## src/shared/nbu_pkg.sv

```systemverilog
// constants shared by both ends of the nine-bit serial link
// assumes one clock (mclk) at every end and a point-to-point line pair
package nbu_pkg;

	// register indices; byte address is four times the index
	localparam logic [7:0] IDX_CTRL_HIGH  = 8'hF9;
	localparam logic [7:0] IDX_CTRL_LOW   = 8'hFA;
	localparam logic [7:0] IDX_DATA       = 8'hFB;
	localparam logic [7:0] IDX_BAUD       = 8'hFC;

	// serial_ctrl_high field positions
	localparam int         CH_MODE_HI     = 7;
	localparam int         CH_MODE_LO     = 6;
	localparam int         CH_MCE         = 5;
	localparam int         CH_RE          = 4;
	localparam int         CH_TB8         = 3;
	localparam int         CH_RB8         = 2;
	localparam int         CH_RXPEND      = 0;
	// serial_ctrl_low field positions
	localparam int         CL_TXPEND      = 0;

	// reset values
	localparam logic [7:0] CTRL_HIGH_RST  = 8'h00;
	localparam logic [7:0] CTRL_LOW_RST   = 8'h00;
	localparam logic [7:0] BAUD_RST       = 8'h00;
	localparam logic [7:0] DATA_RST       = 8'h00;

	// operating modes
	localparam logic [1:0] MODE_SHIFT     = 2'h0;
	localparam logic [1:0] MODE_8BIT      = 2'h1;
	localparam logic [1:0] MODE_FIXED9    = 2'h2;
	localparam logic [1:0] MODE_VAR9      = 2'h3;

	// frame timing
	localparam int         OVERSAMPLE     = 16;
	localparam logic [3:0] PH_MID         = 4'h7;
	localparam logic [3:0] PH_LAST        = 4'hF;
	localparam logic [3:0] LAST_BIT_NINE  = 4'hA;
	localparam logic [3:0] LAST_BIT_EIGHT = 4'h9;
	localparam logic [3:0] NINTH_SLOT     = 4'h8;

	typedef enum logic [3:0] {
		RX_IDLE  = 4'h1,
		RX_START = 4'h2,
		RX_BITS  = 4'h4,
		RX_STOP  = 4'h8
	} nbu_rx_state_t;

endpackage

```

## src/shared/nbu_if.sv

```systemverilog
// serial line pair between the uart end and a partner node
// assumes both ends share mclk; lines idle high
`timescale 1ns/1ps
interface nbu_if;
	logic devTx;
	logic nodeTx;

	modport dev
	(
		output devTx,
		input  nodeTx
	);

	modport node
	(
		input  devTx,
		output nodeTx
	);
endinterface

```

## src/hw/nbu_device.sv

```systemverilog
// nine-bit uart with multiprocessor filter, registers on classic wishbone
// assumes serial input is synchronous to mclk; fu equals mclk
`timescale 1ns/1ps
module nbu_device #(
	parameter int DIV_W = 8
)(
	// clock and reset
	input  wire logic        mclk,
	input  wire logic        rst,
	// wishbone slave
	input  wire logic        wbCyc,
	input  wire logic        wbStb,
	input  wire logic        wbWe,
	input  wire logic [9:0]  wbAdr,
	input  wire logic [3:0]  wbSel,
	input  wire logic [31:0] wbDatW,
	output logic      [31:0] wbDatR,
	output logic             wbAck,
	// serial line
	nbu_if.dev               link
);

	logic [1:0]       mode_q;
	logic             mce_q;
	logic             re_q;
	logic             tb8_q;
	logic             rb8_q;
	logic             rxPend_q;
	logic             txPend_q;
	logic [7:0]       baud_q;
	logic [7:0]       rxData_q;
	logic             ack_q;
	logic [31:0]      datR_q;
	logic [DIV_W-1:0] divCnt_q;
	logic             txBusy_q;
	logic [10:0]      txShift_q;
	logic [3:0]       txBit_q;
	logic [3:0]       txPh_q;
	logic             txPin_q;
	nbu_pkg::nbu_rx_state_t rxState_q;
	logic [3:0]       rxPh_q;
	logic [3:0]       rxBit_q;
	logic [7:0]       rxShift_q;
	logic [7:0]       ctrlHigh;

	// bus decode
	wire       reqHit  = wbCyc & wbStb;
	wire [7:0] regIdx  = wbAdr[9:2];
	wire       selHigh = (regIdx == nbu_pkg::IDX_CTRL_HIGH);
	wire       selLow  = (regIdx == nbu_pkg::IDX_CTRL_LOW);
	wire       selData = (regIdx == nbu_pkg::IDX_DATA);
	wire       selBaud = (regIdx == nbu_pkg::IDX_BAUD);
	// write lands on the edge the master sees ack
	wire       wrNow   = reqHit & wbWe & ack_q & wbSel[0];
	wire       wrHigh  = wrNow & selHigh;
	wire       wrLow   = wrNow & selLow;
	wire       wrBaud  = wrNow & selBaud;

	always_comb
	begin
		ctrlHigh                            = 8'h00;
		ctrlHigh[nbu_pkg::CH_MODE_HI]       = mode_q[1];
		ctrlHigh[nbu_pkg::CH_MODE_LO]       = mode_q[0];
		ctrlHigh[nbu_pkg::CH_MCE]           = mce_q;
		ctrlHigh[nbu_pkg::CH_RE]            = re_q;
		ctrlHigh[nbu_pkg::CH_TB8]           = tb8_q;
		ctrlHigh[nbu_pkg::CH_RB8]           = rb8_q;
		ctrlHigh[nbu_pkg::CH_RXPEND]        = rxPend_q;
	end

	wire [7:0] ctrlLow = {7'h00, txPend_q};
	wire [7:0] rdByte  = selHigh ? ctrlHigh :
	                     selLow  ? ctrlLow  :
	                     selData ? rxData_q :
	                     selBaud ? baud_q   : 8'h00;

	// mode decode
	wire modeOn  = (mode_q != nbu_pkg::MODE_SHIFT);
	wire mode8   = (mode_q == nbu_pkg::MODE_8BIT);
	wire modeFix = (mode_q == nbu_pkg::MODE_FIXED9);

	// oversampling tick: every clock in fixed mode, else every divisor+1
	wire [DIV_W-1:0] divLimit = modeFix ? '0 : baud_q[DIV_W-1:0];
	wire             tick     = (divCnt_q >= divLimit);

	// transmitter
	wire        txStart   = wrNow & selData & modeOn & ~txBusy_q;
	wire        txNinth   = mode8 ? 1'b1 : tb8_q;
	wire [10:0] txFrame   = {1'b1, txNinth, wbDatW[7:0], 1'b0};
	wire [3:0]  txLast    = mode8 ? nbu_pkg::LAST_BIT_EIGHT : nbu_pkg::LAST_BIT_NINE;
	wire        txBitEnd  = txBusy_q & tick & (txPh_q == nbu_pkg::PH_LAST);
	wire [3:0]  txBitNext = txBit_q + 4'h1;
	wire        txStopBeg = txBitEnd & (txBitNext == txLast) & (txBit_q != txLast);

	// receiver
	wire rxPin    = link.nodeTx;
	wire rxMid    = tick & (rxPh_q == nbu_pkg::PH_MID);
	wire frameEnd = (rxState_q == nbu_pkg::RX_BITS) & rxMid & (rxBit_q == nbu_pkg::NINTH_SLOT);
	// filter: ninth bit in nine-bit modes, stop bit in mode 1
	wire accept   = frameEnd & (~mce_q | rxPin);

	// bus slave: one wait state, ack lasts one cycle
	always_ff @(posedge mclk or posedge rst)
	begin
		if (rst)
		begin
			ack_q  <= 1'b0;
			datR_q <= 32'h0000_0000;
		end
		else
		begin
			ack_q <= reqHit & ~ack_q;
			if (reqHit & ~ack_q)
				datR_q <= {24'h00_0000, rdByte};
		end
	end

	// control registers; hardware sets win over software clears
	always_ff @(posedge mclk or posedge rst)
	begin
		if (rst)
		begin
			mode_q   <= nbu_pkg::CTRL_HIGH_RST[nbu_pkg::CH_MODE_HI:nbu_pkg::CH_MODE_LO];
			mce_q    <= nbu_pkg::CTRL_HIGH_RST[nbu_pkg::CH_MCE];
			re_q     <= nbu_pkg::CTRL_HIGH_RST[nbu_pkg::CH_RE];
			tb8_q    <= nbu_pkg::CTRL_HIGH_RST[nbu_pkg::CH_TB8];
			rb8_q    <= nbu_pkg::CTRL_HIGH_RST[nbu_pkg::CH_RB8];
			rxPend_q <= nbu_pkg::CTRL_HIGH_RST[nbu_pkg::CH_RXPEND];
			txPend_q <= nbu_pkg::CTRL_LOW_RST[nbu_pkg::CL_TXPEND];
			baud_q   <= nbu_pkg::BAUD_RST;
			rxData_q <= nbu_pkg::DATA_RST;
		end
		else
		begin
			if (wrHigh)
			begin
				mode_q <= wbDatW[nbu_pkg::CH_MODE_HI:nbu_pkg::CH_MODE_LO];
				mce_q  <= wbDatW[nbu_pkg::CH_MCE];
				re_q   <= wbDatW[nbu_pkg::CH_RE];
				tb8_q  <= wbDatW[nbu_pkg::CH_TB8];
			end
			if (frameEnd)
				rb8_q <= rxPin;
			else if (wrHigh)
				rb8_q <= wbDatW[nbu_pkg::CH_RB8];
			if (accept)
				rxPend_q <= 1'b1;
			else if (wrHigh)
				rxPend_q <= wbDatW[nbu_pkg::CH_RXPEND];
			if (txStopBeg)
				txPend_q <= 1'b1;
			else if (wrLow)
				txPend_q <= wbDatW[nbu_pkg::CL_TXPEND];
			if (wrBaud)
				baud_q <= wbDatW[7:0];
			if (accept)
				rxData_q <= rxShift_q;
		end
	end

	// baud prescaler
	always_ff @(posedge mclk or posedge rst)
	begin
		if (rst)
			divCnt_q <= '0;
		else if (tick)
			divCnt_q <= '0;
		else
			divCnt_q <= divCnt_q + 1'b1;
	end

	// transmit shifter; start bit may be short by under one tick
	// since the prescaler is shared and not realigned on load
	always_ff @(posedge mclk or posedge rst)
	begin
		if (rst)
		begin
			txBusy_q  <= 1'b0;
			txShift_q <= 11'h7FF;
			txBit_q   <= 4'h0;
			txPh_q    <= 4'h0;
			txPin_q   <= 1'b1;
		end
		else if (txStart)
		begin
			txBusy_q  <= 1'b1;
			txShift_q <= txFrame;
			txBit_q   <= 4'h0;
			txPh_q    <= 4'h0;
			txPin_q   <= 1'b0;
		end
		else if (txBusy_q & tick)
		begin
			txPh_q <= txPh_q + 4'h1;
			if (txBitEnd)
			begin
				if (txBit_q == txLast)
					txBusy_q <= 1'b0;
				else
				begin
					txShift_q <= {1'b1, txShift_q[10:1]};
					txPin_q   <= txShift_q[1];
					txBit_q   <= txBitNext;
				end
			end
		end
	end

	// receive sequencer; phase free-runs so mid-bit recurs every 16 ticks
	always_ff @(posedge mclk or posedge rst)
	begin
		if (rst)
		begin
			rxState_q <= nbu_pkg::RX_IDLE;
			rxPh_q    <= 4'h0;
			rxBit_q   <= 4'h0;
			rxShift_q <= 8'h00;
		end
		else
		begin
			if (tick)
				rxPh_q <= rxPh_q + 4'h1;
			case (rxState_q)
				nbu_pkg::RX_IDLE:
				begin
					if (re_q & modeOn & ~rxPin)
					begin
						rxState_q <= nbu_pkg::RX_START;
						rxPh_q    <= 4'h0;
						rxBit_q   <= 4'h0;
					end
				end
				nbu_pkg::RX_START:
				begin
					if (rxMid)
						rxState_q <= rxPin ? nbu_pkg::RX_IDLE : nbu_pkg::RX_BITS;
				end
				nbu_pkg::RX_BITS:
				begin
					if (rxMid)
					begin
						rxBit_q <= rxBit_q + 4'h1;
						if (rxBit_q != nbu_pkg::NINTH_SLOT)
							rxShift_q <= {rxPin, rxShift_q[7:1]};
						else
							rxState_q <= mode8 ? nbu_pkg::RX_IDLE : nbu_pkg::RX_STOP;
					end
				end
				nbu_pkg::RX_STOP:
				begin
					if (rxMid)
						rxState_q <= nbu_pkg::RX_IDLE;
				end
				default:
					rxState_q <= nbu_pkg::RX_IDLE;
			endcase
		end
	end

	assign wbAck      = ack_q;
	assign wbDatR     = datR_q;
	assign link.devTx = txPin_q;

endmodule // nbu_device

```

## src/flat_wrapper.sv

```systemverilog
// flat-port wrapper written by rule: the top's interface ports become plain ports
module nbu_device_flat 
#(
	parameter int DIV_W = 8
)
  (mclk, rst, wbCyc, wbStb, wbWe, wbAdr, wbSel, wbDatW, wbDatR, wbAck, link_devTx, link_nodeTx);
  nbu_if link_i ();
  input  wire logic mclk;
  input  wire logic rst;
  input  wire logic wbCyc;
  input  wire logic wbStb;
  input  wire logic wbWe;
  input  wire logic [9:0] wbAdr;
  input  wire logic [3:0] wbSel;
  input  wire logic [31:0] wbDatW;
  output logic      [31:0] wbDatR;
  output logic wbAck;
  output wire logic [$bits(link_i.devTx)-1:0] link_devTx;
  input wire logic [$bits(link_i.nodeTx)-1:0] link_nodeTx;
  assign link_devTx = link_i.devTx;
  assign link_i.nodeTx = link_nodeTx;
  nbu_device #(.DIV_W(DIV_W)) u_core (.mclk(mclk), .rst(rst), .wbCyc(wbCyc), .wbStb(wbStb), .wbWe(wbWe), .wbAdr(wbAdr), .wbSel(wbSel), .wbDatW(wbDatW), .wbDatR(wbDatR), .wbAck(wbAck), .link(link_i));
endmodule
```

## config.mk

```make
export PLATFORM = sky130hd
export DESIGN_NAME = nbu_device_flat
export DESIGN_NICKNAME = d
export VERILOG_FILES = /design/src/shared/nbu_pkg.sv /design/src/shared/nbu_if.sv /design/src/hw/nbu_device.sv /design/src/flat_wrapper.sv
export SDC_FILE = /design/constraint.sdc
export NUM_CORES = 1
export LEC_CHECK = 0
export BUFFER_PORTS_ARGS = -buffer_cell sky130_fd_sc_hd__buf_2
export CORE_MARGIN = 1.5
export CORE_UTILIZATION = 60
export CTS_CLUSTER_SIZE = 24
export DETAILED_ROUTE_END_ITERATION = 10
export PLACE_DENSITY = 0.86
export SYNTH_ARGS = -nofsm -noshare
export SYNTH_HDL_FRONTEND = slang
export SYNTH_SLANG_ARGS = --single-unit
```

## constraint.sdc

```tcl
create_clock -name mclk -period 7.45 [get_ports mclk]
set_clock_uncertainty 0.2 [all_clocks]
set_input_delay 1.49 -clock mclk [delete_from_list [all_inputs] [get_ports mclk]]
set_output_delay 1.49 -clock mclk [all_outputs]
set_load 0.02 [all_outputs]
```

# Yosys cells after proc, flatten, opt, wreduce, memory -nomap -nowiden
# Cells that the tools add are included.
[classes] addsub=5 order_cmp=1 eq_ne=23 n_mux=46 bitwise=26 n_reduce_logical=13
[ops] op="$mux 4" n=17
[ops] op="$mux 8" n=6
[ops] op="$mux 11" n=4
[ops] op="$eq 8x8->1 const B" n=4
[ops] op="$and 1x1->1" n=21
[ops] op="$add 4x1->4 const B" n=4
[ops] op="$pmux 4 s4" n=1
[ops] op="$reduce_bool 2->1" n=8
[ops] op="$mux 1" n=15
[ops] op="$eq 4x4->1 const B" n=3
[ops] op="$reduce_and 3->1" n=4
[ops] op="$ne 2x1->1 const B" n=5
[ops] op="$add 8x1->8 const B" n=1
[ops] op="$eq 4x3->1 const B" n=2
[ops] op="$eq 4x4->1" n=2
[ops] op="$ge 8x8->1" n=1
[ops] op="$pmux 4 s2" n=1
[ops] op="$reduce_and 5->1" n=1
[ops] op="$eq 4x1->1 const B" n=1
[ops] op="$eq 4x2->1 const B" n=1
[ops] op="$ne 4x4->1" n=1
[ops] op="$ne 4x4->1 const B" n=1
[ops] op="$not 1->1" n=4
[ops] op="$mux 3" n=1
[ops] op="5 further kinds" n=5
[totals] register_bits=82 input_bits=52 output_inout_bits=34 elab_cells=135

# Logic depth before layout (Yosys ltp)
# Gate-level depths: netlist of the first run.
[depth] word_depth=9 depth_mapped=11 depth_no_buf=8

# Worst setup path before layout of the first run
# OpenSTA, ideal clock, no wires.
[synth_timing] kind="in2reg" startpoint="in wbAdr[8]" endpoint="reg u_core.baud_q[0]" setup_ps=125 arrival_time_ps=2686 t_required_ps=7125 path_slack_ps=4439 cell_stages=6 path_buffers=1 path_cell_list="and4_1 > and4_1 > buf_2 > inv_1 > nor2_4 > mux2_2"
[synth_between] elab_chain_len=2
[synth_rtl] element="start: declaration" line="flat_wrapper.sv:13" rtl="input wire logic [9:0] wbAdr;"
[synth_rtl] element="$eq 8x8->1" line="nbu_device.sv:52" rtl="wire selBaud = (regIdx == nbu_pkg::IDX_BAUD);"
[synth_rtl] element="$and 1x1->1" line="nbu_device.sv:57" rtl="wire wrBaud = wrNow & selBaud;"
[synth_rtl] element="end signal: assignment" line="nbu_device.sv:130" rtl="baud_q <= nbu_pkg::BAUD_RST;"
[synth_rtl] element="end signal: assignment" line="nbu_device.sv:155" rtl="baud_q <= wbDatW[7:0];"
[synth_rtl] element="end: declaration" line="nbu_device.sv:30" rtl="logic [7:0] baud_q;"
# Every way passes these cells.
# A chain may end at the register's enable or synchronous reset.

# Final worst setup path of the first run
[layout_timing] startpoint="reg u_core.mode_q[0]" endpoint="reg u_core.rxShift_q[3]"
[layout_between] elab_chain_len=5
[layout_rtl] element="start: declaration" line="nbu_device.sv:23" rtl="logic [1:0] mode_q;"
[layout_rtl] element="start signal: assignment" line="nbu_device.sv:123" rtl="mode_q <= nbu_pkg::CTRL_HIGH_RST[nbu_pkg::CH_MODE_HI:nbu_pkg::CH_MODE_LO];"
[layout_rtl] element="start signal: assignment" line="nbu_device.sv:137" rtl="mode_q <= wbDatW[nbu_pkg::CH_MODE_HI:nbu_pkg::CH_MODE_LO];"
[layout_rtl] element="$eq 2x2->1" line="nbu_device.sv:80" rtl="wire modeFix = (mode_q == nbu_pkg::MODE_FIXED9);"
[layout_rtl] element="$mux 8" line="nbu_device.sv:83" rtl="wire [DIV_W-1:0] divLimit = modeFix ? '0 : baud_q[DIV_W-1:0];"
[layout_rtl] element="$ge 8x8->1" line="nbu_device.sv:84" rtl="wire tick = (divCnt_q >= divLimit);"
[layout_rtl] element="$and 1x1->1" line="nbu_device.sv:97" rtl="wire rxMid = tick & (rxPh_q == nbu_pkg::PH_MID);"
[layout_rtl] element="$reduce_and 3->1 (no source line)"
[layout_rtl] element="end signal: assignment" line="nbu_device.sv:244" rtl="rxShift_q <= {rxPin, rxShift_q[7:1]};"
[layout_rtl] element="end: declaration" line="nbu_device.sv:43" rtl="logic [7:0] rxShift_q;"
# Every way passes these cells.

==> results of run 1 <==
-- worst reg2reg max path, stage by stage, from the launching register on --
cell,delay (ps)
dfrtp_1,460
nand2b_1,290
nand2_1,110
ha_1,310
nand4_1,200
o311ai_4,750
buf_4,410
nand3_4,190
mux2_1,360
-- routing by layer --
layer / GRT usage / wire length, microns / up-vias
li1: - / - / 1525
met1: 0.297 / 3700 / 1606
met2: 0.403 / 4650 / 99
met3: 0.0569 / 409 / 16
met4: 0.0824 / 127 / 0
met5: 0 / 0 / -
-- worst paths after layout --
check	start	to	slack, ps	depth (start not counted)
max	u_core.mode_q[0]$_DFFE_PP0P_	u_core.rxShift_q[3]$_DFFE_PP0P_	4070	8
min	u_core.txShift_q[0]$_DFFE_PP1P_	u_core.txShift_q[0]$_DFFE_PP1P_	290	2
max reg2reg	u_core.mode_q[0]$_DFFE_PP0P_	u_core.rxShift_q[3]$_DFFE_PP0P_	4070	8
min reg2reg	u_core.txShift_q[0]$_DFFE_PP1P_	u_core.txShift_q[0]$_DFFE_PP1P_	290	2
max in group asynchronous	rst	u_core.rxBit_q[0]$_DFFE_PP0P_	5190	3
min in group asynchronous	rst	u_core.rxShift_q[4]$_DFFE_PP0P_	1220	3
-- kinds of logic after synthesis --
| family | count (synthesis) | synth area share |
|---|---|---|
| AOI/OAI and AO/OA | 81 | 0.130 |
| xor gates and xnor gates | 8 | 0.0158 |
| adders and majority gates | 14 | 0.0396 |
| buffers and inverters | 48 | 0.0673 |
| DFF | 80 | 0.456 |
| muxes | 40 | 0.0987 |
| other | 1 | 0.000848 |
| and+or+nand+nor | 146 | 0.192 |
-- flip-flops by register name, indices dropped and copies added, names as in the netlist --
name	cells
u_core.baud_q	8
u_core.divCnt_q	8
u_core.mce_q	1
u_core.mode_q	2
u_core.rb8_q	1
u_core.re_q	1
u_core.rxBit_q	4
u_core.rxData_q	8
u_core.rxPend_q	1
u_core.rxPh_q	4
u_core.rxShift_q	8
u_core.rxState_q	4
u_core.tb8_q	1
u_core.txBit_q	4
u_core.txBusy_q	1
u_core.txPend_q	1
u_core.txPh_q	4
u_core.txShift_q	10
u_core.wbAck	1
u_core.wbDatR	8
-- where the power goes --
| group | internal [W] | switching (W) | total [W] | leakage [nW] |
|---|---|---|---|---|
| sequential | 0.000495 | 0.0000434 | 0.000538 | 1.03 |
| clock | 0.000124 | 0.000169 | 0.000294 | 0.0902 |
| combinational | 0.0000797 | 0.0000980 | 0.000178 | 1.13 |
| total | 0.000699 | 0.000311 | 0.00101 | 2.25 |
-- cell usage after synthesis, types with 8 or more instances --
library cell	instances	share of area
nor2_1	22	0.019
a211o_1	11	0.022
dfrtp_1	69	0.39
inv_1	10	0.0085
mux2_2	25	0.064
nand2_1	36	0.031
buf_4	26	0.044
mux2i_1	11	0.025
nand3_1	16	0.018
o21ai_0	11	0.012
and3_1	16	0.023
o21ai_1	8	0.0091
ha_1	14	0.040
a21oi_1	21	0.024
dfstp_2	11	0.065
-- through the flow --
step	setup slack (ps)	std cells
2_1_floorplan	3730	441
3_3_place_gp	4130	538
3_5_place_dp	4110	538
4_1_cts	4090	554
5_1_grt	3880	554
6_report	4070	554
-- layout make-up --
| type | count | area (sq um) |
|---|---|---|
| fill | 565 | 2440 |
| inverter | 11 | 41.3 |
| clock inverter | 7 | 56.3 |
| sequential | 80 | 2020 |
| clock buffer | 9 | 124 |
| multi-input combinational | 313 | 2200 |
| tap | 99 | 124 |
| timing repair buffer | 35 | 183 |
==> key figures, run 1 <==
Outcome
  • Outcome: complete, no violations

Die
  • Total I/O pin count: 86
  • Die area: approximately 7900 sq um
  • Die W: 88.9 microns
  • Initial Util: 0.616
  • Site Rows: 31
  • Die H: a little under 90 microns
  • Floorplan core area: 7180 sq um

Detailed routing
  • DRC errors left: 0
  • Via Count: about 3,200
  • DR iter-0 viols: roughly 270
  • TritonRoute pass-1 iters: 5
  • Final wirelength: between 8 and 9 mm
  • Vias per inst: 5.86
  • Wirelength per Cell: between 15 and 20 microns
  • Post-detailed-route count of antenna-violating nets: 0

STA
  • RSZ-0062 raised after global routing: no
  • Tcrit/Tclk final: 0.453
  • Min Tclk post-route: around 3400 ps
  • TNS Setup: 0 ps
  • Slew Limit Fails: 0
  • Slew margin rel.: 0.349
  • Max Freq: 296 MHz
  • Fin. Hold Viols: 0
  • Worst hold-check slack: ~290 ps
  • Tightest Pin Transition: ~1000 ps
  • Final setup vio count: 0

Clock tree
  • Clock Path Buffers: 2
  • Cts repair resizes: 0
  • Root Buffer: clkbuf_8
  • Clock tree from TritonCTS: built
  • Post-CTS setup buffer count: 0
  • Total clock sinks: 80
  • Hold Buf Count CTS: 0
  • CTS Buf Count: 9
  • Clock Latency Late Sink: roughly 360 ps
  • Clock transition at path regs: approximately 90 ps
  • H-tree levels: 3

Logic synthesis
  • Cells after synthesis: 418
  • Mapped Area: 4420 sq um
  • Sequential cell area fraction in the yosys report: 0.456
  • Fraction of registers with async set or reset after synthesis: 1.00
  • Yosys cell types: 64
  • Syn. warnings: 0
  • Top FF cell, synth: dfrtp_1
  • FF+latch count, synth: 80
  • Post-synth EDFFs: 0
  • Synth Area per Inst: about 11 sq um

Worst hold path
  • Worst Hold Class: register to register

Global route
  • Global Route Usage Sum: 0.237
  • GR Overflow Total: 0
  • Largest net degree at the start of global routing: 81
  • Initial antenna violation count: 0
  • First-pass GRT wire length: 14.2 mm
  • Vias in the first global route: 3,088

Final layout
  • Area Overhead vs Synth: 7.16%
  • Core Util, Final: 0.661
  • Most common cell after layout, fill and taps aside: dfrtp_1
  • Commonest non-fill, non-tap cells in the layout: dfrtp_1 (69), nand2_1 (36), buf_2 (32)
  • NumNets Final: about 520
  • Diodes inserted: 0
  • Finished Cell Area: 4740 sq um
  • Share of layout cells above drive strength 1: 0.242

Power and ir drop
  • Maximum VDD drop: around 0.15 mV
  • Power per cell area: approximately 210 nW/um^2
  • Leak Pwr: around 2.2 nW
  • Total chip power: roughly 0.0010 W

Critical path
  • Worst EP required: ~7500 ps
  • Startpoint Class: register
  • Critical path's top delay family: simple AND/OR/NAND/NOR gates
  • CP max-delay cell: o311ai_4
  • Worst Path Arrival: between 3000 and 4000 ps
  • WS Path Type: register to register
  • Max FO, Critical Path: 21
  • CP cell instances: nand2b_1, nand2_1, ha_1, nand4_1, o311ai_4, buf_4, nand3_4, mux2_1
  • Buf/Inv on CP: 1
  • Worst path max stage delay: ~750 ps
  • CP endpoint kind: register

Run
  • Max cap viols: 0

Placed design
  • Hpwl dp: around 6.4 mm
  • I/O Buffers: 32
  • Placer Congestion: approximately 0.87
  • Area after DPL: between 4000 and 5000 sq um
No activity file was read; power rests on OpenSTA's default activity.
==> inputs of run 2 (changes only) <==
- CORE_UTILIZATION: 60 -> 56
- PLACE_DENSITY: 0.86 -> 0.81
- clock period: 7.45 -> 3.15 ns (I/O delays scaled with it)
==> run 2 against run 1 <==
Net effect:
- cell count increased by 1.1%
- combinational power rose by 140%
- via count up 0.43%
- hold slack got worse by 140 ps
- power rose to 2.7 times the previous value
- register-to-register slack worse by 3800 ps
- global-route usage is 0.54 points lower
==> key figures, run 2 (synthesis results as in run 1) <==
Power and ir drop
  • Maximum VDD drop: 0.347 mV (+140%)
  • Switching Fraction: 0.269 (-0.0386)
  • Clock power frac: 0.369 (+0.078)
  • Comb pwr share: 0.158 (-0.018)
  • Power per cell area: 554 nW/um^2 (+160%)
  • Psw: 0.000726 W (+130%)
  • Internal Power: 0.00197 W (+180%)
  • Leak Pwr: 2.31 nW (+2.8%)
  • Total chip power: 0.00270 W (+170%)
  • Flop pwr share: 0.473 (-0.060)

Critical path
  • CP startpoint: u_core.mode_q[1]$_DFFE_PP0P_
  • Reg2Reg Setup Slack: 280 ps (-3800 ps)
  • R2R Path Start: u_core.mode_q[1]$_DFFE_PP0P_
  • CP endpoint kind: register
  • WS Path Type: register to register
  • R2R depth: 8 (unchanged)
  • Worst EP required: 3200 ps (-4290 ps)
  • Worst Path Arrival: 2930 ps (-490 ps)
  • Max FO, Critical Path: 16 (-24%)
  • Startpoint Class: register
  • Reg2reg end: u_core.rxBit_q[1]$_DFFE_PP0P_
  • Crit path capture: u_core.rxBit_q[1]$_DFFE_PP0P_

Detailed routing
  • Final wirelength: 9.24 mm (+3.9%)
  • Post-detailed-route count of antenna-violating nets: 0 (unchanged)
  • DR iter-0 viols: 199 (-27%)
  • DRC errors left: 0 (unchanged)
  • TritonRoute pass-1 iters: 4 (-1)
  • Vias per inst: 5.82 (-0.64%)
  • Wirelength per Cell: 16.5 microns (+2.7%)
  • Via Count: 3,260 (+0.43%)

Clock tree
  • Cts repair resizes: 0 (unchanged)
  • Hold Buf Count CTS: 0 (unchanged)
  • CTS Buf Count: 9 (unchanged)
  • Clock Latency Late Sink: 360 ps (about the same)
  • Total clock sinks: 80 (unchanged)
  • Post-CTS setup buffer count: 0 (unchanged)
  • H-tree levels: 3 (unchanged)
  • Clock Path Buffers: 2 (unchanged)
  • Clock tree from TritonCTS: built
  • Root Buffer: clkbuf_8
  • Clock transition at path regs: 80 ps (about the same)

Final layout
  • Fill cells: 614 (+8.7%)
  • Register name with the most flops: u_core.txShift_q
  • Area Overhead vs Synth: 9.99%
  • Max FFs per register: 10 (unchanged)
  • Share of layout cells above drive strength 1: 0.247 (+0.00497)
  • NumNets Final: 519 (+0.58%)
  • Most common cell after layout, fill and taps aside: dfrtp_1
  • Diodes inserted: 0 (unchanged)
  • Commonest non-fill, non-tap cells in the layout: dfrtp_1 (69), nand2_1 (36), buf_2 (32)

STA
  • Min Tclk post-route: 2870 ps (-502 ps)
  • Fin. Hold Viols: 0 (unchanged)
  • Max Freq: 348 MHz (+17%)
  • Tightest Pin Transition: 565 ps (-411 ps)
  • Slew margin rel.: 0.622 (+0.273)
  • TNS Setup: 0 ps (unchanged)
  • Final setup vio count: 0 (unchanged)
  • Tcrit/Tclk final: 0.912 (+0.459)
  • Slew Limit Fails: 0 (unchanged)
  • RSZ-0062 raised after global routing: no

Placed design
  • I/O Buffers: 32 (unchanged)
  • Hpwl dp: 6.51 mm (+1.4%)
  • Placer Congestion: 0.799 (-8.1%)

Die
  • Floorplan core area: 7690 sq um (+7.1%)
  • Initial Util: 0.575 (-0.0410)
  • Die H: 91.9 microns (+3.4%)
  • Total I/O pin count: 86 (unchanged)
  • Die area: 8440 sq um (+6.9%)
  • Site Rows: 32 (+3.2%)
  • Die W: 91.9 microns (+3.4%)

Global route
  • Initial antenna violation count: 0 (unchanged)
  • First-pass GRT wire length: 15.1 mm (+6.6%)
  • Largest net degree at the start of global routing: 81 (unchanged)
  • Global Route Usage Sum: 0.232 (-0.00539)
  • GR Overflow Total: 0 (unchanged)
  • Vias in the first global route: 3,184 (+3.1%)

Outcome
  • Outcome: complete, no violations

Worst hold path
  • Worst Hold Class: primary input to async pin

Run
  • Max cap viols: 0 (unchanged)
[run 2: changes by cell type in the layout (fill, tap and decap cells not counted), sizes merged]
cell | previous run | this run
clkinv | 5 | 3
inv | 12 | 11
bufinv | 0 | 4
clkinvlp | 1 | 0
buf | 35 | 38
[run 2: worst min-delay path by stage]
stage | depth (start not counted) | end | slack (ps)
final | 3 | u_core.rxShift_q[2]$_DFFE_PP0P_ | 150
after global routing | 3 | u_core.rxShift_q[2]$_DFFE_PP0P_ | 160
after CTS | 3 | u_core.rxShift_q[2]$_DFFE_PP0P_ | 160
after detailed placement | 2 | u_core.txShift_q[0]$_DFFE_PP1P_ | 270
after global placement | 2 | u_core.txShift_q[0]$_DFFE_PP1P_ | 260
after floorplan | 1 | u_core.rxData_q[0]$_DFFE_PP0P_ | 250
[run 2: through the flow]
step | hold WS, ps | util | setup slack (ps) | std cells | cell area (sq um)
6_report | 146 | 0.633 | 276 | 560 | 4860
5_1_grt | 162 | 0.633 | 125 | 560 | 4860
4_1_cts | 161 | 0.633 | 270 | 560 | 4860
3_5_place_dp | 268 | 0.598 | 286 | 544 | 4600
3_3_place_gp | 262 | 0.598 | 359 | 544 | 4600
2_1_floorplan | 252 | - | 286 | 441 | 4510
[run 2: layer usage]
metal	up-vias	track usage	routed length (microns)
met3	16	0.0829	428
met2	75	0.385	4690
met4	0	0.0692	145
li1	1541	-	-
met5	-	0	0
met1	1628	0.284	3980
[run 2: cell type report]
cell class,count,area [sq um],area share
multi-input combinational,313,2200,0.451
clock inverter,7,143,0.0293
clock buffer,9,124,0.0255
sequential,80,2020,0.414
timing repair buffer,38,218,0.0448
tap,102,128,0.0262
inverter,11,41.3,0.00849
[run 2: power groups by stage]
stage               logic (W)  registers (W)  clock network, W
finish               0.000427        0.00127          0.000995
global route         0.000484        0.00129           0.00105
CTS                  0.000432        0.00127           0.00101
detailed placement   0.000428        0.00129                 0
global placement     0.000400        0.00128                 0
floorplan            0.000343        0.00127                 0
[run 2: worst max-delay path, cell delays in order (launching register included)]
cell and delay (ps):
dfrtp_1 430, nand2b_1 200, and2_1 220, ha_1 270, nand2b_4 150, a2111oi_4 450, o311a_2 440, o21ai_0 150
a32o_1 270
==> inputs of run 3 (changes only) <==
- CTS_BUF_LIST: unset -> sky130_fd_sc_hd__clkbuf_16
- PLACE_DENSITY: 0.81 -> unset
- PLACE_DENSITY_LB_ADDON: unset -> 0.1
==> run 3 against run 2 <==
Net effect:
- flip-flop and latch count unchanged
- sequential share of layout area is 0.23 points lower
- combinational power fell by 1%
- sequential power hardly changed
- setup slack worse by 34 ps
- hold slack worse by 24 ps
- die area stayed put
- highest routed layer unchanged
- non-clock buffer count did not move
- routed wire length shrank 3.1%
- core utilization grew 0.36 points
==> key figures, run 3 (synthesis results as in run 1) <==
Placed design
  • Hpwl dp: 6.45 mm (-0.96%)
  • Placer Congestion: 0.918 (+15%)
  • Dpl cells: 544 (unchanged)
  • Area after DPL: 4600 sq um (about the same)
  • I/O Buffers: 32 (unchanged)

Power and ir drop
  • Flop pwr share: 0.467 (-0.006)
  • Leak Pwr: 2.32 nW (+0.40%)
  • Power per cell area: 558 nW/um^2 (+0.59%)
  • Maximum VDD drop: 0.309 mV (-11%)
  • Psw: 0.000807 W (+11%)
  • Comb pwr share: 0.155 (-0.003)
  • Clock power frac: 0.378 (+0.009)
  • Switching Fraction: 0.296 (+0.0267)
  • Internal Power: 0.00192 W (-2.5%)

Detailed routing
  • DRC errors left: 0 (unchanged)
  • Via Count: 3,209 (-1.6%)
  • TritonRoute pass-1 iters: 5 (+1)
  • Wirelength per Cell: 16.0 microns (-3.1%)
  • Vias per inst: 5.73 (-1.6%)
  • Post-detailed-route count of antenna-violating nets: 0 (unchanged)
  • DR iter-0 viols: 117 (-41%)
  • Final wirelength: 8.95 mm (-3.1%)

Final layout
  • Finished Cell Area: 4890 sq um (+0.57%)
  • Area Overhead vs Synth: 10.6%
  • Final cell count without fillers: 560 (unchanged)
  • Share of layout cells above drive strength 1: 0.247 (unchanged)
  • Commonest non-fill, non-tap cells in the layout: dfrtp_1 (69), nand2_1 (36), buf_2 (32)
  • Diodes inserted: 0 (unchanged)
  • Max FFs per register: 10 (unchanged)
  • Core Util, Final: 0.636 (+0.00358)
  • Most common cell after layout, fill and taps aside: dfrtp_1
  • NumNets Final: 519 (unchanged)
  • Fill cells: 633 (+3.1%)
  • Register name with the most flops: u_core.txShift_q

Critical path
  • Worst EP required: 3190 ps (about the same)
  • WP depth: 8 (unchanged)
  • CP max-delay cell: a2111oi_4
  • Critical path's top delay family: compound AO/OA/AOI/OAI gates
  • CP endpoint kind: register
  • WS Path Type: register to register
  • Buf/Inv on CP: 0 (unchanged)
  • Max FO, Critical Path: 16 (unchanged)
  • Worst path max stage delay: 450 ps (about the same)
  • Reg2Reg Setup Slack: 240 ps (-30 ps)
  • Worst Path Arrival: 2940 ps (about the same)
  • CP cell instances: nand2b_1, and2_1, ha_1, nand2b_4, a2111oi_4, o311a_2, o21ai_0, a32o_1
  • Startpoint Class: register
  • R2R depth: 8 (unchanged)

Clock tree
  • Total clock sinks: 80 (unchanged)
  • Cts repair resizes: 0 (unchanged)
  • Clock Latency Late Sink: 350 ps (about the same)
  • Clock Path Buffers: 2 (unchanged)
  • Post-CTS setup buffer count: 0 (unchanged)
  • CTS Buf Count: 9 (unchanged)
  • Clock transition at path regs: 70 ps (about the same)
  • Clock tree from TritonCTS: built
  • Hold Buf Count CTS: 0 (unchanged)
  • H-tree levels: 3 (unchanged)
  • Root Buffer: clkbuf_16

STA
  • Final setup vio count: 0 (unchanged)
  • Tcrit/Tclk final: 0.923 (+0.0107)
  • Max Freq: 344 MHz (-1.2%)
  • Fin. Hold Viols: 0 (unchanged)
  • TNS Setup: 0 ps (unchanged)
  • RSZ-0062 raised after global routing: no
  • Min Tclk post-route: 2910 ps (+33.7 ps)
  • Tightest Pin Transition: 606 ps (+40.4 ps)
  • Slew margin rel.: 0.595 (-0.0278)
  • Slew Limit Fails: 0 (unchanged)
  • Worst hold-check slack: 122 ps (-23.9 ps)

Die
  • Initial Util: 0.575 (unchanged)
  • Site Rows: 32 (unchanged)
  • Total I/O pin count: 86 (unchanged)
  • Die W: 91.9 microns (unchanged)
  • Die area: 8440 sq um (unchanged)
  • Die H: 91.9 microns (unchanged)
  • Floorplan core area: 7690 sq um (unchanged)

Global route
  • Vias in the first global route: 3,170 (-0.44%)
  • Largest net degree at the start of global routing: 43 (-47%)
  • GR Overflow Total: 0 (unchanged)
  • Global Route Usage Sum: 0.233 (+0.00111)
  • Initial antenna violation count: 0 (unchanged)
  • First-pass GRT wire length: 15.4 mm (+1.8%)

Run
  • Max cap viols: 0 (unchanged)

Worst hold path
  • Worst Hold Class: primary input to async pin

Outcome
  • Outcome: complete, no violations
==> run 3: changes by cell type in the layout (fill, tap and decap cells not counted) <==
cell / previous run / this run
clkbuf_16: 0 / 9
clkbuf_8: 9 / 0
bufinv_16: 4 / 0
inv_8: 0 / 3
inv_6: 1 / 3
clkinv_4: 1 / 0
clkinvlp_4: 0 / 1
inv_2: 1 / 0
==> run 3: power groups by stage <==
stage | Sequential (W) | Combinational (W) | Clock, W
final | 0.00127 | 0.000422 | 0.00103
after global routing | 0.00129 | 0.000482 | 0.00108
after CTS | 0.00127 | 0.000425 | 0.00104
after detailed placement | 0.00129 | 0.000421 | 0
after global placement | 0.00128 | 0.000405 | 0
after floorplan | 0.00127 | 0.000343 | 0
==> run 3: final cells by class <==
type	instances	area [sq um]	share of cell area
tap	102	128	0.0261
multi-input combinational	313	2200	0.449
timing repair buffer	38	218	0.0445
clock buffer	9	225	0.0460
clock inverter	7	67.6	0.0138
sequential	80	2020	0.412
inverter	11	42.5	0.00870
==> run 3: path summary, 6_finish.rpt <==
path                                                  from                         endpoint
setup / recovery              u_core.mode_q[1]$_DFFE_PP0P_    u_core.rxBit_q[1]$_DFFE_PP0P_
hold / removal                                         rst  u_core.rxShift_q[3]$_DFFE_PP0P_
setup reg to reg              u_core.mode_q[1]$_DFFE_PP0P_    u_core.rxBit_q[1]$_DFFE_PP0P_
hold reg to reg            u_core.txShift_q[0]$_DFFE_PP1P_  u_core.txShift_q[0]$_DFFE_PP1P_
max in group asynchronous                              rst   u_core.rxData_q[2]$_DFFE_PP0P_
min in group mclk          u_core.txShift_q[0]$_DFFE_PP1P_  u_core.txShift_q[0]$_DFFE_PP1P_
==> run 3: worst register-to-register path, stage by stage (launching register included) <==
cell       delay, ps
dfrtp_1          430
nand2b_1         200
and2_1           220
ha_1             260
nand2b_4         150
a2111oi_4        450
o311a_2          430
o21ai_0          180
a32o_1           280
==> run 3: through the flow <==
stage,power [W],worst slack (ps)
after floorplan,0.00162,286
after global placement,0.00168,314
after detailed placement,0.00171,245
after CTS,0.00274,237
after global routing,0.00286,81.0
final,0.00273,242
==> run 3: per-layer routing <==
layer  part of all wire  vias up  global-route usage
met4              0.014        0              0.0962
met5                  0        -                   0
met1               0.45     1575               0.311
met3              0.052       16              0.0365
li1                   -     1539                   -
met2               0.49       79               0.380
